==> config.mk <==
export PLATFORM = sky130hd
export DESIGN_NAME = gate_enable_mode_control
export DESIGN_NICKNAME = d
export VERILOG_FILES = /design/src/gate_mode_pkg.sv /design/src/ce_timing_if.sv /design/src/gate_enable_mode_control.sv /design/src/pin_sync.sv /design/src/ce_low_timer.sv
export SDC_FILE = /design/constraint.sdc
export NUM_CORES = 1
export LEC_CHECK = 0
export ABC_CLOCK_PERIOD_IN_PS = 2800
export BUFFER_PORTS_ARGS = -buffer_cell sky130_fd_sc_hd__clkbuf_2
export CORE_MARGIN = 8
export CORE_UTILIZATION = 55
export CTS_CLUSTER_SIZE = 16
export DETAILED_ROUTE_END_ITERATION = 8
export HOLD_SLACK_MARGIN = 0.12
export PLACE_DENSITY = 0.74
export SKIP_CTS_REPAIR_TIMING = 1
export SLEW_MARGIN = 30
export SYNTH_ARGS = -nofsm -noshare
export SYNTH_HDL_FRONTEND = slang
export SYNTH_SLANG_ARGS = --single-unit
==> constraint.sdc <==
create_clock -name clk -period 2.8 [get_ports clk]
set_input_delay 0.56 -clock clk [delete_from_list [all_inputs] [get_ports clk]]
set_output_delay 0.56 -clock clk [all_outputs]
set_load 0.02 [all_outputs]
==> src/gate_mode_pkg.sv <==
// Shared constants and types for the gate enable and power mode controller
package gate_mode_pkg;

  // Time base
  localparam int CLK_PERIOD_NS = 100;

  // Chip-enable low time before entering a low-power mode
  localparam int LOW_QUAL_MS = 1;
  localparam int LOW_QUAL_CYCLES = (LOW_QUAL_MS * 1000000 + CLK_PERIOD_NS - 1) / CLK_PERIOD_NS;

  // Chip-enable low time that arms a wake from Sleep
  localparam int WAKE_LOW_US = 250;
  localparam int WAKE_LOW_CYCLES = (WAKE_LOW_US * 1000 + CLK_PERIOD_NS - 1) / CLK_PERIOD_NS;

  // Dead-time step per code of the dead-time setting
  localparam int DEAD_TIME_STEP_NS = 100;
  localparam int DEAD_TIME_STEP_CYCLES = (DEAD_TIME_STEP_NS + CLK_PERIOD_NS - 1) / CLK_PERIOD_NS;

  // Widths
  localparam int TIMER_W = 16;
  localparam int DT_CFG_W = 4;
  localparam int DT_CNT_W = 8;
  localparam int FAULT_W = 4;
  localparam int PIN_W = 7;
  localparam int PHASES = 3;

  // Bit positions in the synchronised pin vector
  localparam int PIN_CE = 6;

  // Reset values
  localparam logic [TIMER_W-1:0] TIMER_RESET = 16'h0000;
  localparam logic [DT_CNT_W-1:0] DT_CNT_RESET = 8'h00;
  localparam logic [FAULT_W-1:0] FAULT_RESET = 4'h0;

  // Power modes, Gray along active, pending, standby, sleep
  typedef enum logic [1:0] {
    MODE_ACTIVE = 2'h0,
    MODE_LOW_PEND = 2'h1,
    MODE_STANDBY = 2'h3,
    MODE_SLEEP = 2'h2
  } power_mode_t;

endpackage

==> src/ce_timing_if.sv <==
// Chip-enable level and qualification flags between core and low timer
`timescale 1ns/1ps
interface ce_timing_if;
  logic ceLevel;
  logic lowQualified;
  logic wakeQualified;

  modport core (output ceLevel, input lowQualified, input wakeQualified);
  modport timer (input ceLevel, output lowQualified, output wakeQualified);
endinterface

==> src/gate_enable_mode_control.sv <==
// Gate enable, dead time, fault clear and power mode control
// What this block does
// RULE_01: Each phase low-side command drives that phase's low-side gate.
// RULE_02: Each phase high-side command drives that phase's high-side gate.
// RULE_03: Gate outputs are active high; low turns the transistor off.
// RULE_04: Dead time comes from the host waveform or from the dead-time setting.
// RULE_05: Chip enable high turns on all functions and the gate outputs.
// RULE_06: Chip enable low leads to Standby or Sleep, never normal running.
// RULE_07: Standby turns off current amplifiers and the 12V regulator.
// RULE_08: Standby keeps buck, supervisor pin and monitoring running.
// RULE_09: Standby also turns off the 5V regulator.
// RULE_10: Chip enable low forces every gate output low at once.
// RULE_11: Low-power entry only after chip enable stays low 1 ms.
// RULE_12: Chip enable rising edge clears latched faults whose cause has gone.
// RULE_13: Sleep select set sends a qualified low into Sleep.
// RULE_14: Host holds chip enable low at least 250 us to wake.
// RULE_15: After the wake interval, next chip enable rise wakes from Sleep.
// RULE_16: Sleep select clear sends a qualified low into Standby.
// RULE_17: Low intervals are counted on the clock, restarted at each edge.
`timescale 1ns/1ps
module gate_enable_mode_control
  import gate_mode_pkg::*;
#(
  parameter int LOW_CYCLES = gate_mode_pkg::LOW_QUAL_CYCLES
) (
  // Clock and reset
  input wire logic clk,
  input wire logic sys_rst,
  // PWM command pins
  input wire logic phaseALowCmd,
  input wire logic phaseBLowCmd,
  input wire logic phaseCLowCmd,
  input wire logic phaseAHighCmd,
  input wire logic phaseBHighCmd,
  input wire logic phaseCHighCmd,
  // Chip enable pin
  input wire logic chipEnable,
  // Configuration from the on-chip settings
  input wire logic [gate_mode_pkg::DT_CFG_W-1:0] deadTimeConfig,
  input wire logic sleepSelect,
  // Fault causes and supervisor from on-chip monitors
  input wire logic [gate_mode_pkg::FAULT_W-1:0] faultCause,
  input wire logic supervisorAlert,
  // Gate outputs
  output logic phaseALowGate,
  output logic phaseBLowGate,
  output logic phaseCLowGate,
  output logic phaseAHighGate,
  output logic phaseBHighGate,
  output logic phaseCHighGate,
  // Supervisor open-drain pin
  output logic supervisorAlertOut,
  output logic supervisorAlertOeN,
  // Function enables
  output logic currentAmpEn,
  output logic reg12vEn,
  output logic reg5vEn,
  output logic buckEn,
  output logic monitorEn,
  // Status
  output logic [gate_mode_pkg::FAULT_W-1:0] faultLatched,
  output logic inStandby,
  output logic inSleep
);
  import gate_mode_pkg::*;

  ce_timing_if ceIf ();

  logic [PIN_W-1:0] pinRaw;
  logic [PIN_W-1:0] pinSync;
  logic [PHASES-1:0] lowCmd;
  logic [PHASES-1:0] highCmd;
  logic [PHASES-1:0] lowGate_reg;
  logic [PHASES-1:0] highGate_reg;
  logic ceSync;
  logic ceLast_reg;
  logic ceRise;
  logic gateEnable;
  logic faultFree;
  logic wakeArmed_reg;
  logic [DT_CNT_W-1:0] deadCycles;
  power_mode_t mode_reg;
  power_mode_t mode_next;

  // Supplies and amplifiers stay up while active or still pending
  function automatic logic suppliesOn(input power_mode_t m);
    return (m == MODE_ACTIVE) || (m == MODE_LOW_PEND);
  endfunction

  // Only Sleep stops the buck and the monitors
  function automatic logic coreOn(input power_mode_t m);
    return m != MODE_SLEEP;
  endfunction

  // Raw pins: low commands, high commands, chip enable on top
  assign pinRaw = {chipEnable, phaseCHighCmd, phaseBHighCmd, phaseAHighCmd,
                   phaseCLowCmd, phaseBLowCmd, phaseALowCmd};

  // Every pin is asynchronous to clk, so all pass two flops
  pin_sync #(
    .W(PIN_W)
  ) uSync (
    .clk(clk),
    .sys_rst(sys_rst),
    .pinRaw(pinRaw),
    .pinSync(pinSync)
  );

  // Command vectors indexed by phase
  assign lowCmd = pinSync[PHASES-1:0];
  assign highCmd = pinSync[2*PHASES-1:PHASES];
  assign ceSync = pinSync[PIN_CE];
  assign ceIf.ceLevel = ceSync;

  // One timer serves both the entry and the wake interval
  ce_low_timer #(
    .LOW_CYCLES(LOW_CYCLES)
  ) uTimer (
    .clk(clk),
    .sys_rst(sys_rst),
    .ceIf(ceIf)
  );

  // Previous synced level; resets low like the idle pin
  always_ff @(posedge clk) begin
    if (sys_rst) begin
      ceLast_reg <= 1'b0;
    end else begin
      ceLast_reg <= ceSync;
    end
  end

  assign ceRise = ceSync && !ceLast_reg;

  // Power mode sequence
  always_comb begin
    mode_next = mode_reg;
    case (mode_reg)
      MODE_ACTIVE: begin
        if (!ceSync) begin
          mode_next = MODE_LOW_PEND; // see RULE_06
        end
      end
      MODE_LOW_PEND: begin
        if (ceSync) begin
          mode_next = MODE_ACTIVE; // see RULE_11
        end else if (ceIf.lowQualified) begin
          mode_next = sleepSelect ? MODE_SLEEP : MODE_STANDBY; // see RULE_13 see RULE_16
        end
      end
      MODE_STANDBY: begin
        if (ceRise) begin
          mode_next = MODE_ACTIVE; // see RULE_05
        end
      end
      MODE_SLEEP: begin
        if (ceRise && wakeArmed_reg) begin
          mode_next = MODE_ACTIVE; // see RULE_15
        end
      end
      default: begin
        mode_next = MODE_ACTIVE;
      end
    endcase
  end

  // Reset lands in active; synced chip enable then decides
  always_ff @(posedge clk) begin
    if (sys_rst) begin
      mode_reg <= MODE_ACTIVE;
    end else begin
      mode_reg <= mode_next;
    end
  end

  // Wake arming: a rise in Sleep wakes only once chip enable has been low for the wake interval
  always_ff @(posedge clk) begin
    if (sys_rst) begin
      wakeArmed_reg <= 1'b0;
    end else if (mode_reg != MODE_SLEEP || ceRise) begin
      wakeArmed_reg <= 1'b0;
    end else if (ceIf.wakeQualified) begin
      wakeArmed_reg <= 1'b1; // see RULE_14 see RULE_15
    end
  end

  // Fault latch; a cause still present survives the clearing edge
  always_ff @(posedge clk) begin
    if (sys_rst) begin
      faultLatched <= FAULT_RESET;
    end else if (ceRise) begin
      faultLatched <= faultCause; // see RULE_12
    end else begin
      faultLatched <= faultLatched | faultCause;
    end
  end

  // Any latched fault holds every gate off until cleared
  assign faultFree = faultLatched == FAULT_RESET; // see RULE_12
  assign gateEnable = ceSync && (mode_reg == MODE_ACTIVE) && faultFree; // see RULE_05 see RULE_10

  // Code zero leaves the dead time to the host waveform
  assign deadCycles = DT_CNT_W'(int'(deadTimeConfig) * DEAD_TIME_STEP_CYCLES);

  // Per-phase gate drive with optional turn-on delay
  genvar p;
  generate
    for (p = 0; p < PHASES; p++) begin : gPhase
      logic [DT_CNT_W-1:0] lowHeld_reg;
      logic [DT_CNT_W-1:0] highHeld_reg;
      logic bothCmd;
      logic lowReq;
      logic highReq;

      // Both commands high is never passed on: shoot-through guard
      assign bothCmd = lowCmd[p] && highCmd[p];

      // Turn-on waits out the dead time, turn-off does not
      assign lowReq = gateEnable && lowCmd[p] && !bothCmd && (lowHeld_reg >= deadCycles); // see RULE_01
      assign highReq = gateEnable && highCmd[p] && !bothCmd && (highHeld_reg >= deadCycles); // see RULE_02

      always_ff @(posedge clk) begin
        if (sys_rst || !lowCmd[p]) begin
          lowHeld_reg <= DT_CNT_RESET;
        end else if (lowHeld_reg < deadCycles) begin
          lowHeld_reg <= lowHeld_reg + 8'h01; // see RULE_04
        end
      end

      always_ff @(posedge clk) begin
        if (sys_rst || !highCmd[p]) begin
          highHeld_reg <= DT_CNT_RESET;
        end else if (highHeld_reg < deadCycles) begin
          highHeld_reg <= highHeld_reg + 8'h01; // see RULE_04
        end
      end

      always_ff @(posedge clk) begin
        if (sys_rst) begin
          lowGate_reg[p] <= 1'b0;
        end else begin
          lowGate_reg[p] <= lowReq; // see RULE_01 see RULE_03
        end
      end

      always_ff @(posedge clk) begin
        if (sys_rst) begin
          highGate_reg[p] <= 1'b0;
        end else begin
          highGate_reg[p] <= highReq; // see RULE_02 see RULE_03
        end
      end
    end
  endgenerate

  // Outputs come straight from the gate flops
  assign phaseALowGate = lowGate_reg[0];
  assign phaseBLowGate = lowGate_reg[1];
  assign phaseCLowGate = lowGate_reg[2];
  assign phaseAHighGate = highGate_reg[0];
  assign phaseBHighGate = highGate_reg[1];
  assign phaseCHighGate = highGate_reg[2];

  // Function enables follow the mode; pending still counts as running
  always_ff @(posedge clk) begin
    if (sys_rst) begin
      currentAmpEn <= 1'b0;
      reg12vEn <= 1'b0;
      reg5vEn <= 1'b0;
      buckEn <= 1'b0;
      monitorEn <= 1'b0;
    end else begin
      currentAmpEn <= suppliesOn(mode_next); // see RULE_07
      reg12vEn <= suppliesOn(mode_next); // see RULE_07
      reg5vEn <= suppliesOn(mode_next); // see RULE_09
      buckEn <= coreOn(mode_next); // see RULE_08
      monitorEn <= coreOn(mode_next); // see RULE_08
    end
  end

  // Status taken from the next mode so it lines up with the enables
  always_ff @(posedge clk) begin
    if (sys_rst) begin
      inStandby <= 1'b0;
      inSleep <= 1'b0;
    end else begin
      inStandby <= mode_next == MODE_STANDBY; // see RULE_06
      inSleep <= mode_next == MODE_SLEEP; // see RULE_06
    end
  end

  // Supervisor pin pulls low on alert, also in Standby
  always_ff @(posedge clk) begin
    if (sys_rst) begin
      supervisorAlertOut <= 1'b0;
      supervisorAlertOeN <= 1'b1;
    end else begin
      supervisorAlertOut <= 1'b0;
      supervisorAlertOeN <= !(supervisorAlert && coreOn(mode_reg)); // see RULE_08
    end
  end
endmodule // gate_enable_mode_control

==> src/pin_sync.sv <==
// Two-stage synchroniser for the asynchronous input pins
`timescale 1ns/1ps
module pin_sync
  import gate_mode_pkg::*;
#(
  parameter int W = PIN_W
) (
  // Clock and reset
  input wire logic clk,
  input wire logic sys_rst,
  // Pins in, synchronised copy out
  input wire logic [W-1:0] pinRaw,
  output logic [W-1:0] pinSync
);
  logic [W-1:0] stage1_reg;

  genvar i;
  generate
    for (i = 0; i < W; i++) begin : gSync
      always_ff @(posedge clk) begin
        if (sys_rst) begin
          stage1_reg[i] <= 1'b0;
          pinSync[i] <= 1'b0;
        end else begin
          stage1_reg[i] <= pinRaw[i];
          pinSync[i] <= stage1_reg[i];
        end
      end
    end
  endgenerate
endmodule // pin_sync

==> src/ce_low_timer.sv <==
// Measures how long chip enable has been low
`timescale 1ns/1ps
module ce_low_timer
  import gate_mode_pkg::*;
#(
  parameter int LOW_CYCLES = LOW_QUAL_CYCLES
) (
  // Clock and reset
  input wire logic clk,
  input wire logic sys_rst,
  // Level in, qualification flags out
  ce_timing_if.timer ceIf
);
  logic [TIMER_W-1:0] lowCount_reg;
  logic lastLevel_reg;
  logic edgeSeen;

  assign edgeSeen = ceIf.ceLevel != lastLevel_reg;

  always_ff @(posedge clk) begin
    if (sys_rst) begin
      lastLevel_reg <= 1'b0;
    end else begin
      lastLevel_reg <= ceIf.ceLevel;
    end
  end

  // Saturates so a long low never wraps back below the thresholds
  always_ff @(posedge clk) begin
    if (sys_rst) begin
      lowCount_reg <= TIMER_RESET;
    end else if (edgeSeen || ceIf.ceLevel) begin
      lowCount_reg <= TIMER_RESET; // see RULE_17
    end else if (lowCount_reg != {TIMER_W{1'b1}}) begin
      lowCount_reg <= lowCount_reg + 16'h0001; // see RULE_17
    end
  end

  assign ceIf.lowQualified = !ceIf.ceLevel && (lowCount_reg >= TIMER_W'(LOW_CYCLES - 1)); // see RULE_11
  assign ceIf.wakeQualified = !ceIf.ceLevel && (lowCount_reg >= TIMER_W'(WAKE_LOW_CYCLES - 1)); // see RULE_14
endmodule // ce_low_timer

==> Yosys cells after proc, flatten, opt, wreduce, memory -nomap -nowiden <==
Cells that the tools add are included.
{ "op_classes": {"n_addsub": 7, "magnitude_cmp": 14, "eq_ne": 10, "mux": 8, "bitwise_logic": 1, "n_reduce_logical": 54} }
{ "op_table": {"columns": ["cell", "count"], "rows": [
  ["adder 8 x 1 -> 8 bit (second input constant)", 6],
  ["greater-or-equal comparator 8 x 4 -> 1 bit", 6],
  ["< comparator 8 x 4 -> 1 bit", 6],
  ["logical AND 1 bit", 28],
  ["adder 16 x 1 -> 16 bit (second input constant)", 1],
  ["greater-or-equal comparator 16 x 12 -> 1 bit (second input constant)", 1],
  ["greater-or-equal comparator 16 x 14 -> 1 bit (second input constant)", 1],
  ["!= test 16 bit (second input constant)", 1],
  ["logical NOT 1 bit", 12],
  ["2-to-1 mux 2 bit", 5],
  ["logical OR 1 bit", 9],
  ["equality test 2 bit (second input constant)", 4],
  ["one-hot mux 2 bit (4 select lines)", 1],
  ["equality test 2 x 1 -> 1 bit (second input constant)", 2],
  ["logical NOT 2 bit", 2],
  ["logical NOT 4 bit", 1],
  ["2-to-1 mux 4 bit", 1],
  ["!= test 2 bit (second input constant)", 2],
  ["bitwise OR 4 bit", 1],
  ["OR reduction 2 bit", 2],
  ["2-to-1 mux 1 bit", 1],
  ["!= test 1 bit", 1]
]} }
{ "totals": {"reg_bits": 97, "in_bits": 19, "out_inout_bits": 19} }

==> Depth between registers and ports, before layout <==
{ "depth": {"word_depth": 7, "depth_mapped": 7, "mapped_depth_nobuf": 6} }

==> Cells and area by module <==
From an unflattened synthesis, not the netlist that was laid out.
{ "hier_totals": {"hier_cells": 492, "hier_area_um2": 4586.9} }
{ "by_module_without_submodules": {"columns": ["module", "n_inst", "cells_each", "area_per_inst_um2", "seq_area_each_um2"], "rows": [
  ["gate_enable_mode_control", 1, 343, 3208.1, 1341.3],
  ["ce_low_timer", 1, 120, 970.9, 340.3],
  ["pin_sync", 1, 29, 407.9, 280.3]
]} }

==> Least setup slack after synthesis <==
OpenSTA, ideal clock, no wires.
{ "synth_timing": {"path_kind": "input-to-reg", "start": "in deadTimeConfig[1] (netlist bit)", "end": "reg gPhase[2].highHeld_reg[3]", "setup_ns": 0.070, "arrival_ns": 1.930, "t_required_ns": 2.730, "slack_ns": 0.800, "cell_stages": 6, "path_buffers": 0, "path_cell_list": "inv_1 ha_1 nor2b_1 o211a_1 or4_1 a21oi_1"} }
{ "synth_via": {"elab_chain_cells": 1} }
{ "synth_rtl": {"columns": ["item", "line", "text"], "rows": [
  ["start: declaration", "gate_enable_mode_control.sv:39", "input wire logic [gate_mode_pkg::DT_CFG_W-1:0] deadTimeConfig,"],
  ["< comparator 8 x 4 -> 1 bit", "gate_enable_mode_control.sv:233", "end else if (highHeld_reg < deadCycles) begin"],
  ["end signal: assignment", "gate_enable_mode_control.sv:234", "highHeld_reg <= highHeld_reg + 8'h01;"],
  ["end: declaration", "gate_enable_mode_control.sv:210", "logic [DT_CNT_W-1:0] highHeld_reg;"]
]} }
Every way passes these cells.
A chain may end at the register's enable or synchronous reset.

==> Worst setup path after layout <==
{ "layout_timing": {"start": "in deadTimeConfig[1] (netlist bit)", "end": "reg gPhase[2].lowHeld_reg[3]"} }
{ "layout_via": {"elab_chain_cells": 1} }
{ "layout_rtl": {"columns": ["item", "line", "text"], "rows": [
  ["< comparator 8 x 4 -> 1 bit", "gate_enable_mode_control.sv:225", "end else if (lowHeld_reg < deadCycles) begin"],
  ["end signal: assignment", "gate_enable_mode_control.sv:226", "lowHeld_reg <= lowHeld_reg + 8'h01;"],
  ["end: declaration", "gate_enable_mode_control.sv:209", "logic [DT_CNT_W-1:0] lowHeld_reg;"]
]} }
Every way passes these cells.

==> metrics.txt <==
# TYPE chip_impl_metric gauge
chip_impl_info{name="run_status",value="completed"} 1
chip_impl_metric{name="finish.utilization",unit=""} 0.610
chip_impl_metric{name="post-synth-top-area-fraction",unit=""} 0.431
chip_impl_metric{name="crit_arrival",unit="ps"} 2200
chip_impl_info{name="postSynth.topFlopCell",value="sky130_fd_sc_hd__dfxtp_1"} 1
chip_impl_metric{name="syn-cell-area",unit="mm²"} 0.00450
chip_impl_info{name="synthDominantAreaCellType",value="sky130_fd_sc_hd__dfxtp_1"} 1
chip_impl_info{name="tritoncts",value="built"} 1
chip_impl_metric{name="antenna_cells",unit=""} 0
chip_impl_metric{name="synth.avg_cell_area",unit="µm²"} 9.08
chip_impl_metric{name="cts.sink_count",unit=""} 97
chip_impl_metric{name="first_global_vias",unit=""} 3590
chip_impl_metric{name="port_buffers",unit=""} 36
chip_impl_metric{name="clockBufferDepth",unit=""} 2
chip_impl_metric{name="share_of_flip_flops_with_an_asynchronous_set_or_reset",unit=""} 0
chip_impl_metric{name="tightestPinTransition",unit="ps"} 485
chip_impl_metric{name="final-setup-viol-count",unit=""} 0
chip_impl_metric{name="clkLatencyLatePin",unit="ps"} 360
chip_impl_info{name="root_buffer",value="sky130_fd_sc_hd__clkbuf_8"} 1
chip_impl_metric{name="cp.required",unit="ps"} 3090
chip_impl_metric{name="starting_density_of_the_core",unit=""} 0.557
chip_impl_metric{name="post-place-cells",unit=""} 625
chip_impl_metric{name="yosysWarnings",unit=""} 0
chip_impl_metric{name="post-route-cell-area",unit="mm²"} 0.00493
chip_impl_metric{name="layout.cells.non_filler",unit=""} 641
chip_impl_metric{name="maxCapViolations",unit=""} 0
chip_impl_metric{name="detail_route.wl_per_cell",unit="µm"} 14.2
chip_impl_metric{name="global_route_wire_length_before_repair",unit="µm"} 16000
chip_impl_metric{name="netlist_instances",unit=""} 496
chip_impl_metric{name="clock_edge_transition_at_the_registers_on_the_reported_setup_and_hold_paths",unit="ps"} 90
chip_impl_metric{name="gp_congestion",unit=""} 0.885
chip_impl_metric{name="io_pins",unit=""} 38
chip_impl_metric{name="nFillCells",unit=""} 750
chip_impl_info{name="rsz_0062_raised_after_global_routing",value="false"} 1
chip_impl_metric{name="grt_max_degree",unit=""} 25
chip_impl_metric{name="design.die.area",unit="mm²"} 0.0113
chip_impl_metric{name="die_h",unit="µm"} 106
chip_impl_metric{name="hpwlAfterDp",unit="µm"} 6840
chip_impl_metric{name="grt_antenna_before_repair",unit=""} 0
chip_impl_metric{name="final_period_minus_worst_setup_slack",unit="ps"} 1920
chip_impl_metric{name="critical_path.max_fanout",unit=""} 10
chip_impl_metric{name="drt_pre_antenna_iters",unit=""} 4
chip_impl_metric{name="synth.yosys.seq_area_share",unit=""} 0.431
chip_impl_info{name="hold_path_class",value="primary input to flip-flop"} 1
chip_impl_metric{name="pwr_per_cell_area",unit="mW/mm²"} 479
chip_impl_info{name="cp-start-kind",value="primary input"} 1
chip_impl_metric{name="synth_enable_flop_cells",unit=""} 0
chip_impl_metric{name="totalNegativeSetupSlack",unit="ps"} 0
chip_impl_metric{name="synth-seq-cells",unit=""} 97
chip_impl_metric{name="max-slew-margin-rel",unit=""} 0.668
chip_impl_metric{name="grt_util_all_layers",unit=""} 0.169
chip_impl_metric{name="count_of_antenna_violating_nets_left_after_detailed_routing",unit=""} 0
chip_impl_info{name="synth_commonest_cells",value="97 x sky130_fd_sc_hd__dfxtp_1, 35 x sky130_fd_sc_hd__a21oi_1, 35 x sky130_fd_sc_hd__nor2_1"} 1
chip_impl_metric{name="mappedNetlistNets",unit=""} 546
chip_impl_metric{name="synthDistinctLibCells",unit=""} 51
chip_impl_metric{name="finalClockSkew",unit="ps"} 7.38
chip_impl_metric{name="final_layout_size_suffix_gt1_frac",unit=""} 0.123
chip_impl_metric{name="drtIter0Drc",unit=""} 163
chip_impl_metric{name="placed_area",unit="mm²"} 0.00476
chip_impl_metric{name="final-hold-violation-count",unit=""} 0
chip_impl_metric{name="final_net_count",unit=""} 581
chip_impl_metric{name="period_share",unit=""} 0.684
chip_impl_metric{name="rows",unit=""} 33
chip_impl_metric{name="dieWidth",unit="µm"} 106
chip_impl_metric{name="route.final.wire_length",unit="µm"} 9080
chip_impl_metric{name="area_delta_synth_final",unit="%"} 9.53
chip_impl_info{name="end_kind",value="flip-flop"} 1
chip_impl_metric{name="cellLeakagePower",unit="nW"} 2.01
chip_impl_metric{name="vdd_drop_max",unit="mV"} 0.250
chip_impl_info{name="critPathKind",value="primary input to flip-flop"} 1
chip_impl_info{name="synthMostInstantiatedCell",value="sky130_fd_sc_hd__dfxtp_1"} 1
chip_impl_metric{name="grt.overflow.total",unit=""} 0
chip_impl_metric{name="max_freq",unit="MHz"} 522
chip_impl_metric{name="core",unit="mm²"} 0.00809
chip_impl_info{name="synth.area.top_cells",value="sky130_fd_sc_hd__dfxtp_1 43%, sky130_fd_sc_hd__ha_1 8.6%, sky130_fd_sc_hd__a21oi_1 3.9%"} 1
chip_impl_metric{name="cts.htree.levels",unit=""} 3
chip_impl_metric{name="numCtsBuffers",unit=""} 9
chip_impl_metric{name="detail_route.vias_per_cell",unit=""} 5.79
chip_impl_metric{name="vias",unit=""} 3709
chip_impl_metric{name="drc",unit=""} 0
chip_impl_metric{name="finalMaxSlewViolations",unit=""} 0
worst max-delay path, stage by stage:
cell and delay [ps]:
sky130_fd_sc_hd__clkbuf_2 80, sky130_fd_sc_hd__inv_1 200, sky130_fd_sc_hd__ha_1 290, sky130_fd_sc_hd__nor2b_1 130, sky130_fd_sc_hd__o211a_1 290, sky130_fd_sc_hd__or4_1 480, sky130_fd_sc_hd__a21oi_1 160
metrics by stage:
stage	hold slack, ps	setup slack (ps)	total power [mW]
4_1_cts	392	882	2.39
6_report	395	884	2.37
3_3_place_gp	420	575	1.59
2_1_floorplan	414	800	1.55
5_1_grt	396	763	2.48
3_5_place_dp	424	500	1.60
routing by layer:
layer	vias up	global-route usage	wire length, µm
li1	1903	-	-
met5	-	0	0
met3	15	0.0357	462
met4	0	0.0784	162
met2	86	0.281	4220
met1	1705	0.203	4230
final cells by class:
cell class | instances | area [µm²] | area share
Timing Repair Buffer | 40 | 210 | 0.0426
Clock inverter | 7 | 47.5 | 0.00964
Sequential cell | 97 | 1940 | 0.394
Clock buffer | 9 | 124 | 0.0251
Tap cell | 105 | 131 | 0.0266
Multi-Input combinational cell | 364 | 2410 | 0.488
Inverter | 19 | 71.3 | 0.0145
kinds of logic (layout without fill, tap and decap cells):
group           Yosys count  in the layout  share of synthesized area
mux                       6              6                     0.0136
flops                    97             97                      0.431
simple gates            213            213                      0.268
buf+inv                  35             75                     0.0344
other cells               1              1                   0.000833
fa+ha+maj                31             31                     0.0861
compound gates          113            113                      0.166
where the power goes:
part	internal, mW	leakage [nW]	switching [mW]
clock network	0.321	0.0850	0.477
logic	0.0603	1.13	0.0887
registers	1.40	0.788	0.0169
placed cells by master, fill, tap and decap left out, drive strengths merged, types with 7 or more instances in the layout:
master / n
nand2: 18
ha: 31
nor4: 9
nor3: 15
o31ai: 9
inv: 19
nand3: 28
a2111oi: 7
or4: 10
a21oi: 35
o211a: 7
clkbuf: 45
a31oi: 9
nor2b: 27
nor2: 35
and2: 19
and3: 14
nand4: 10
nand2b: 13
o21ai: 18
o211ai: 9
dfxtp: 97
final timing paths:
| kind | from | endpoint | slack [ps] | cells after the start |
|---|---|---|---|---|
| max | deadTimeConfig[1] | gPhase[2].lowHeld_reg[3] | 880 | 7 |
| min | supervisorAlert | supervisorAlertOeN | 390 | 2 |
| max reg2reg | gPhase[1].highHeld_reg[1] | phaseBHighGate | 1000 | 5 |
| min reg2reg | uSync.stage1_reg[3] | uSync.pinSync[3] | 440 | 1 |
No activity file was read; power rests on OpenSTA's default activity.
